### src/rtl/term_cal_pkg.sv
// Purpose: shared constants for the termination and calibration control block
// Assumes: 32-bit avalon register words at byte offsets, memory clock sampled by clk_sys
// Notes:   latencies are counted in memory clock cycles
package term_cal_pkg;

  // register byte offsets
  localparam logic [3:0] OFS_MODE    = 4'h0;
  localparam logic [3:0] OFS_LATENCY = 4'h4;
  localparam logic [3:0] OFS_STATUS  = 4'h8;
  localparam logic [3:0] OFS_CAL     = 4'hc;

  // mode word fields
  localparam int MODE_RTT_NOM_LSB  = 0;
  localparam int MODE_RTT_WR_LSB   = 3;
  localparam int MODE_DLL_ON       = 5;
  localparam int MODE_PD_DLL_KEEP  = 6;
  localparam logic [6:0] MODE_RESET = 7'h20;

  // latency word fields
  localparam int LAT_CWL_LSB = 0;
  localparam int LAT_AL_LSB  = 4;
  localparam logic [7:0] LAT_RESET = 8'h05;

  // status word fields
  localparam int ST_TERM_ON    = 0;
  localparam int ST_SELF_REF   = 1;
  localparam int ST_CAL_BUSY   = 2;
  localparam int ST_FIRST_DONE = 3;
  localparam int ST_SYNC_MODE  = 4;
  localparam int ST_TERM_EN    = 5;
  localparam int ST_QUIET_ERR  = 6;

  // termination latency is write latency minus this
  localparam logic [4:0] TERM_LAT_OFFSET = 5'h02;

  // calibration periods in memory clock cycles
  localparam int CAL_INIT_NCK  = 512;
  localparam int CAL_OPER_NCK  = 256;
  localparam int CAL_SHORT_NCK = 64;

  // command codes on the memory command pins
  localparam logic [2:0] CMD_NOP        = 3'h0;
  localparam logic [2:0] CMD_WRITE      = 3'h1;
  localparam logic [2:0] CMD_READ       = 3'h2;
  localparam logic [2:0] CMD_LONG_CAL   = 3'h3;
  localparam logic [2:0] CMD_SHORT_CAL  = 3'h4;
  localparam logic [2:0] CMD_SREF_ENTER = 3'h5;
  localparam logic [2:0] CMD_SREF_EXIT  = 3'h6;

endpackage

### src/rtl/term_cal_ctrl.sv
// Purpose: memory-side termination switching and impedance calibration timing
// Assumes: memory clock, pin and command inputs are asynchronous to clk_sys
// Notes:   memory clock must be well below half of clk_sys for edge detection
//
// How it works
// controller keeps channel quiet during calibration
// controller precharges all banks before calibrating
// no calibration after self-refresh without command
// calibration command allowed after self-refresh exit delay
// shared resistor calibrations never overlap
// clock enable held high during calibration
// controller turns termination off while calibrating
// data lines undriven during calibration
// self-refresh forces termination off, pin ignored
// termination enabled by nonzero nominal or write bits
// pin low off, pin high on unless disabled
// decision uses only pin and mode settings; the code also gates it with clock enable and the self-refresh state
// synchronous mode whenever dll on and locked
// controller disables termination in dll-off mode
// on and off follow pin by latency
// latency equals column write plus added minus two
// pin held high for short hold minimum
// write extends hold, short or long by burst
// release only after later hold expires
// controller turns termination off around reads
// first long calibration gets the initial period
// controller issues periodic short calibrations
// controller counts holds and latency windows
//
// Decided for this implementation: the Avalon-MM register port and the register addresses.
module term_cal_ctrl #(
  parameter int CAL_INIT_NCK  = term_cal_pkg::CAL_INIT_NCK,
  parameter int CAL_OPER_NCK  = term_cal_pkg::CAL_OPER_NCK,
  parameter int CAL_SHORT_NCK = term_cal_pkg::CAL_SHORT_NCK,
  parameter int DELAY_DEPTH   = 32
) (
  // system clock and reset
  input  wire logic        clk_sys,
  input  wire logic        rstn,
  // memory link pins
  input  wire logic        mem_clk,
  input  wire logic        termination_control_pin,
  input  wire logic        clock_enable,
  input  wire logic [2:0]  mem_cmd,
  // avalon-mm slave
  input  wire logic [3:0]  avs_address,
  input  wire logic        avs_read,
  input  wire logic        avs_write,
  input  wire logic [31:0] avs_writedata,
  output logic [31:0]      avs_readdata,
  output logic             avs_waitrequest,
  // block outputs
  output logic             termination_on,
  output logic             calibration_busy
);

  localparam int CW = $clog2(CAL_INIT_NCK + 1);
  localparam int TW = $clog2(DELAY_DEPTH);

  typedef struct packed {
    logic [2:0]    clk_sync;
    logic [1:0]    pin_sync;
    logic [1:0]    cke_sync;
    logic [5:0]    cmd_sync;
    logic [6:0]    mode;
    logic [7:0]    latency;
    logic          self_ref;
    logic          first_done;
    logic          quiet_err;
    logic [CW-1:0] cal_cnt;
    logic          busy;
    logic          term_on;
    logic          wait_rq;
    logic [31:0]   rdata;
  } ctrl_state_t;

  ctrl_state_t state_ff;
  ctrl_state_t nxt_state;
  logic [1:0]  rst_sync_ff;
  logic        rst_n;
  logic        mem_edge;
  logic        term_en;
  logic        sync_mode;
  logic        term_req;
  logic        term_dly;
  logic [TW-1:0] term_tap;

  // saturating write latency minus two, clipped to the delay line
  function automatic logic [TW-1:0] term_latency(input logic [7:0] lat);
    logic [4:0] wl;
    wl = {1'b0, lat[term_cal_pkg::LAT_CWL_LSB +: 4]} + {1'b0, lat[term_cal_pkg::LAT_AL_LSB +: 4]};
    if (wl < term_cal_pkg::TERM_LAT_OFFSET) begin
      term_latency = '0;
    end else if (wl - term_cal_pkg::TERM_LAT_OFFSET > 5'(DELAY_DEPTH - 1)) begin
      term_latency = TW'(DELAY_DEPTH - 1);
    end else begin
      term_latency = TW'(wl - term_cal_pkg::TERM_LAT_OFFSET);
    end
  endfunction

  always_ff @(posedge clk_sys or negedge rstn) begin
    if (!rstn) begin
      rst_sync_ff <= 2'h0;
    end else begin
      rst_sync_ff <= {rst_sync_ff[0], 1'b1};
    end
  end
  assign rst_n = rst_sync_ff[1];

  // edge found on the second and third stages, first stage untouched
  assign mem_edge = state_ff.clk_sync[1] & ~state_ff.clk_sync[2];

  // either resistor group nonzero enables termination
  assign term_en = (|state_ff.mode[term_cal_pkg::MODE_RTT_NOM_LSB +: 3])
                 | (|state_ff.mode[term_cal_pkg::MODE_RTT_WR_LSB +: 2]);

  // dll on and locked; precharge power-down only with dll kept
  assign sync_mode = state_ff.mode[term_cal_pkg::MODE_DLL_ON]
                   & (state_ff.cke_sync[1] | state_ff.mode[term_cal_pkg::MODE_PD_DLL_KEEP]);

  // pin, mode bits, clock enable and the decoded self-refresh state, see R11
  assign term_req = state_ff.pin_sync[1] & term_en & sync_mode & ~state_ff.self_ref;

  assign term_tap = term_latency(state_ff.latency);

  term_delay_line #(
    .DEPTH (DELAY_DEPTH)
  ) u_delay (
    .clk_sys (clk_sys),
    .rst_n   (rst_n),
    .shift   (mem_edge),
    .din     (term_req),
    .tap     (term_tap),
    .dout    (term_dly)
  );

  always_comb begin
    logic       req;
    logic       acc;
    logic [2:0] cmd;
    req = avs_read | avs_write;
    acc = req & ~state_ff.wait_rq;
    cmd = state_ff.cmd_sync[5:3];
    nxt_state = state_ff;

    nxt_state.clk_sync = {state_ff.clk_sync[1:0], mem_clk};
    nxt_state.pin_sync = {state_ff.pin_sync[0], termination_control_pin};
    nxt_state.cke_sync = {state_ff.cke_sync[0], clock_enable};
    nxt_state.cmd_sync = {state_ff.cmd_sync[2:0], mem_cmd};

    // a quiet-time slip found by the memory side is sticky; write 1 clears
    if (acc && avs_write && avs_address == term_cal_pkg::OFS_STATUS
        && avs_writedata[term_cal_pkg::ST_QUIET_ERR]) begin
      nxt_state.quiet_err = 1'b0;
    end

    if (mem_edge) begin
      if (state_ff.cal_cnt != '0) begin
        nxt_state.cal_cnt = state_ff.cal_cnt - 1'b1;
        // any command or termination during the quiet time is flagged, see R01
        if (cmd != term_cal_pkg::CMD_NOP || state_ff.pin_sync[1]
            || !state_ff.cke_sync[1]) begin
          nxt_state.quiet_err = 1'b1; // set wins over clear
        end
      end else if (cmd == term_cal_pkg::CMD_LONG_CAL) begin
        // first long after reset gets the long initial period
        nxt_state.cal_cnt    = state_ff.first_done ? CW'(CAL_OPER_NCK) : CW'(CAL_INIT_NCK);
        nxt_state.first_done = 1'b1;
      end else if (cmd == term_cal_pkg::CMD_SHORT_CAL) begin
        nxt_state.cal_cnt = CW'(CAL_SHORT_NCK);
      end
      if (cmd == term_cal_pkg::CMD_SREF_ENTER) begin
        nxt_state.self_ref = 1'b1;
      end else if (cmd == term_cal_pkg::CMD_SREF_EXIT) begin
        // exit starts no calibration of its own
        nxt_state.self_ref = 1'b0;
      end
    end

    // registered copy so the busy pin comes straight from a flop
    nxt_state.busy = nxt_state.cal_cnt != '0;

    // latency of cwl plus al minus two, off at once in self-refresh, see R15 see R16
    nxt_state.term_on = term_dly & ~state_ff.self_ref & ~nxt_state.self_ref;

    // one wait cycle, then a single accepting cycle
    nxt_state.wait_rq = ~(req & state_ff.wait_rq);

    if (req && state_ff.wait_rq) begin
      if (avs_address == term_cal_pkg::OFS_MODE) begin
        nxt_state.rdata = {25'h0, state_ff.mode};
      end else if (avs_address == term_cal_pkg::OFS_LATENCY) begin
        nxt_state.rdata = {24'h0, state_ff.latency};
      end else if (avs_address == term_cal_pkg::OFS_STATUS) begin
        nxt_state.rdata = {25'h0, state_ff.quiet_err, term_en, sync_mode,
                           state_ff.first_done, (state_ff.cal_cnt != '0),
                           state_ff.self_ref, state_ff.term_on};
      end else if (avs_address == term_cal_pkg::OFS_CAL) begin
        nxt_state.rdata = 32'(state_ff.cal_cnt);
      end else begin
        nxt_state.rdata = 32'h0;
      end
    end

    if (acc && avs_write) begin
      if (avs_address == term_cal_pkg::OFS_MODE) begin
        nxt_state.mode = avs_writedata[6:0];
      end else if (avs_address == term_cal_pkg::OFS_LATENCY) begin
        nxt_state.latency = avs_writedata[7:0];
      end
    end
  end

  always_ff @(posedge clk_sys or negedge rst_n) begin
    if (!rst_n) begin
      state_ff         <= '0;
      state_ff.mode    <= term_cal_pkg::MODE_RESET;
      state_ff.latency <= term_cal_pkg::LAT_RESET;
      state_ff.wait_rq <= 1'b1;
    end else begin
      state_ff <= nxt_state;
    end
  end

  assign avs_readdata     = state_ff.rdata;
  assign avs_waitrequest  = state_ff.wait_rq;
  assign termination_on   = state_ff.term_on;
  assign calibration_busy = state_ff.busy;

endmodule

### src/rtl/term_delay_line.sv
// Purpose: programmable delay of the internal termination request
// Assumes: shift pulses once per memory clock rising edge
// Notes:   tap 0 gives the value taken at the last memory edge
module term_delay_line #(
  parameter int DEPTH = 32
) (
  // clock and reset
  input  wire logic                     clk_sys,
  input  wire logic                     rst_n,
  // delay control
  input  wire logic                     shift,
  input  wire logic                     din,
  input  wire logic [$clog2(DEPTH)-1:0] tap,
  output logic                          dout
);

  typedef struct packed {
    logic [DEPTH-1:0] line;
  } dly_state_t;

  dly_state_t state_ff;
  dly_state_t nxt_state;

  always_comb begin
    nxt_state = state_ff;
    if (shift) begin
      nxt_state.line = {state_ff.line[DEPTH-2:0], din};
    end
  end

  always_ff @(posedge clk_sys or negedge rst_n) begin
    if (!rst_n) begin
      state_ff <= '0;
    end else begin
      state_ff <= nxt_state;
    end
  end

  // tap n gives the value taken n memory edges before the last one
  assign dout = state_ff.line[tap];

endmodule

### config.mk
export PLATFORM = sky130hd
export DESIGN_NAME = term_cal_ctrl
export DESIGN_NICKNAME = d
export VERILOG_FILES = /design/src/rtl/term_cal_pkg.sv /design/src/rtl/term_cal_ctrl.sv /design/src/rtl/term_delay_line.sv
export SDC_FILE = /design/constraint.sdc
export NUM_CORES = 1
export LEC_CHECK = 0
export BUFFER_PORTS_ARGS = -buffer_cell sky130_fd_sc_hd__buf_2
export CORE_MARGIN = 4
export CORE_UTILIZATION = 56
export DETAILED_ROUTE_END_ITERATION = 16
export PLACE_DENSITY = 0.87
export SLEW_MARGIN = 20
export SYNTH_ARGS = -nofsm -noshare
export SYNTH_HDL_FRONTEND = slang
export SYNTH_SLANG_ARGS = --single-unit
export TNS_END_PERCENT = 10
### constraint.sdc
create_clock -name clk_sys -period 3.8 [get_ports clk_sys]
set_clock_uncertainty 0.2 [all_clocks]
set_input_delay 0.38 -clock clk_sys [delete_from_list [all_inputs] [get_ports clk_sys]]
set_output_delay 0.38 -clock clk_sys [all_outputs]
set_load 0.05 [all_outputs]
==> out/results.txt <==
Critical path class -> reg -> reg
Initial Util -> 58.6%
Startpoint types -> flip-flop
Seq/Total Area, Yosys -> 48.0%
Maximum vdd ir drop -> 0.000294 V
Yosys cell types -> 61
CTS sink count -> 88
Mean Syn Cell Area -> 9.97 um2
Max-slew violations -> 0
Die height -> 98.6 um
Setup TNS -> 0 ps
I/O pin total -> 81
Fraction of registers with async set/reset -> 100%
Total Power -> 3.12 mW
Share of cells above drive strength 1 -> 22.9%
Mapped Cells -> 461
Vias -> 3497
Final Hold Viols -> 0
All-Layer GR Usage -> 20.8%
Relative slew slack -> 60.0%
Pwr dens -> 608 mW/mm2
Average wire per standard cell -> 16.3 um
Clock root cell -> clkbuf_8
Critical Path AT -> 3680 ps
Fmax -> 276 MHz
DR DRC count -> 0
Num CTS Buffers -> 9
Synth top area cells -> dfrtp_1, nand2_1, buf_4
Worst Hold Class -> in -> reg
Worst EP required -> 3860 ps
Drt pass-1 iters -> 4
Area growth from synthesis to layout -> 11.5%
First-pass GRT wire length -> 16.5 mm
EDFF count, synth -> 0
Rows -> 32
Slew @ Worst Pin -> 601 ps
Final Cycle Share -> 95.2%
Max FO, Critical Path -> 4
CTS H-tree depth -> 3
Final net count -> 556
Status -> complete, no violations
Fin crit period -> 3620 ps
Worst-path clk slew -> 90 ps
RSZ-0062 raised after global routing -> no
Setup violations, final -> 0
N_diodes -> 0
Vias/cell -> 5.74
Cell taking the most area after synthesis -> dfrtp_1
I/O Buffers -> 34
Die area -> 0.00972 mm2
Synth Cell Area -> 0.00460 mm2
Final ANT Viol Nets -> 0
Maximum buffer depth of the clock tree -> 2
Synth Flop Type -> dfrtp_1
Top-area cell type share of the netlist area -> 45.7%
CP Capture Type -> flip-flop
Synth top cells by count -> nand2_1, dfrtp_1, buf_4
Initial antenna violation count -> 0
Die Width -> 98.6 um
Yosys warnings -> 0
Count leader, synth -> nand2_1
CTS tree -> done
Max-Cap Viols -> 0
Largest net degree at the start of global routing -> 87
Static Leak -> 2.46 nW
Core area -> 0.00785 mm2
GR Overflow Total -> 0
Drt total wl -> 9.93 mm
Yosys reg bits -> 88
Vias in the first global route -> 3371
Worst-Skew Late Latency -> 350 ps
Half-perimeter wire length after placement -> 6.94 mm
DRT iter0 DRCs -> 191
Placer Congestion -> 0.896
power breakdown:
group	switching (mW)	total [mW]	internal (mW)
combinational	0.716	1.22	0.508
sequential	0.133	1.18	1.05
clock	0.335	0.710	0.375
total	1.18	3.12	1.93
metal layers:
layer | GRT usage [%] | part of all wire, % | vias up
li1 | - | - | 1648
met1 | 28.3 | 43 | 1679
met5 | 0 | 0 | -
met4 | 10.2 | 4.1 | 0
met3 | 4.67 | 7.1 | 33
met2 | 31.8 | 46 | 137
final timing paths:
kind | slack (ps) | cells past startpoint | from | endpoint
min reg2reg | 80 | 0 | rst_sync_ff[1] | nxt_state[74]
min in group asynchronous | 80 | 0 | rst_sync_ff[1] | nxt_state[74]
max | 180 | 13 | state_ff[52] | termination_on
min | 70 | 2 | avs_writedata[7] | state_ff[55]
max in group asynchronous | 2670 | 1 | rst_sync_ff[1] | state_ff[50]
max reg2reg | 180 | 13 | state_ff[52] | termination_on
state kept, by name (all words and copies together), names as in the netlist:
| register | cells |
|---|---|
| avs_waitrequest | 1 |
| state_ff | 34 |
| rst_sync_ff | 2 |
| nxt_state | 7 |
| termination_on | 1 |
| avs_readdata | 10 |
| calibration_busy | 1 |
| u_delay.state_ff | 32 |
layout make-up:
type / instances / area, um2
Fill cell: 610 / 2720
Multi-Input combinational cell: 335 / 2140
Clock buffer: 10 / 128
Inverter: 11 / 41.3
Clock inverter: 6 / 92.6
Timing Repair Buffer: 57 / 380
Sequential cell: 88 / 2210
Tap cell: 102 / 128
per-stage QoR:
stage	instance area (um2)	hold WS (ps)	util [%]	std cells	worst slack, ps
2_1_floorplan	4670	-116	-	482	96.0
3_3_place_gp	4770	-34.9	60.7	583	95.7
4_1_cts	5070	63.5	64.6	606	46.2
5_1_grt	5120	81.3	65.3	609	73.5
6_report	5120	70.6	65.3	609	181
3_5_place_dp	4770	-32.3	60.7	583	4.53
repair_timing:
| item | CTS | global route |
|---|---|---|
| hold buffers | 7 | 0 |
| hold endpoints to repair | 8 | 0 |
| pin swaps | 0 | 2 |
| endpoints found under the setup margin | 1 | 1 |
| setup buffers | 0 | 2 |
| gates resized for setup | 2 | 4 |
cells in the final DEF, fill, tap and decap left out, drive strengths merged, types with 6 or more instances in the layout:
| cell type | n |
|---|---|
| a21oi | 17 |
| a22o | 11 |
| a31oi | 7 |
| and3 | 6 |
| buf | 50 |
| clkbuf | 10 |
| conb | 23 |
| dfrtp | 84 |
| dlygate4sd3 | 7 |
| ha | 7 |
| inv | 12 |
| mux2 | 20 |
| mux2i | 8 |
| mux4 | 6 |
| nand2 | 106 |
| nand3 | 10 |
| nor2 | 18 |
| nor3 | 10 |
| o21ai | 21 |
worst max-delay path, cell delays in order, from the launching register on:
cell	delay, ps
dfrtp_1	430
ha_1	230
fa_2	390
xor2_2	180
inv_1	100
ha_1	160
nand2_1	80
a211o_1	290
o31ai_2	280
a31oi_4	100
mux2i_1	150
mux4_2	480
o21bai_1	190
a311oi_2	260
logic make-up after synthesis:
kind of cell             share of synthesized area [%]
AND/OR/NAND/NOR                                   17.9
AO/OA/AOI/OAI                                     13.7
other                                            0.163
multiplexers                                      9.58
XOR/XNOR                                         0.545
adder cells (fa/ha/maj)                           2.34
flip-flops                                        48.0
buffers and inverters                             7.65
Note: power is estimated with default switching activity, not from simulation.
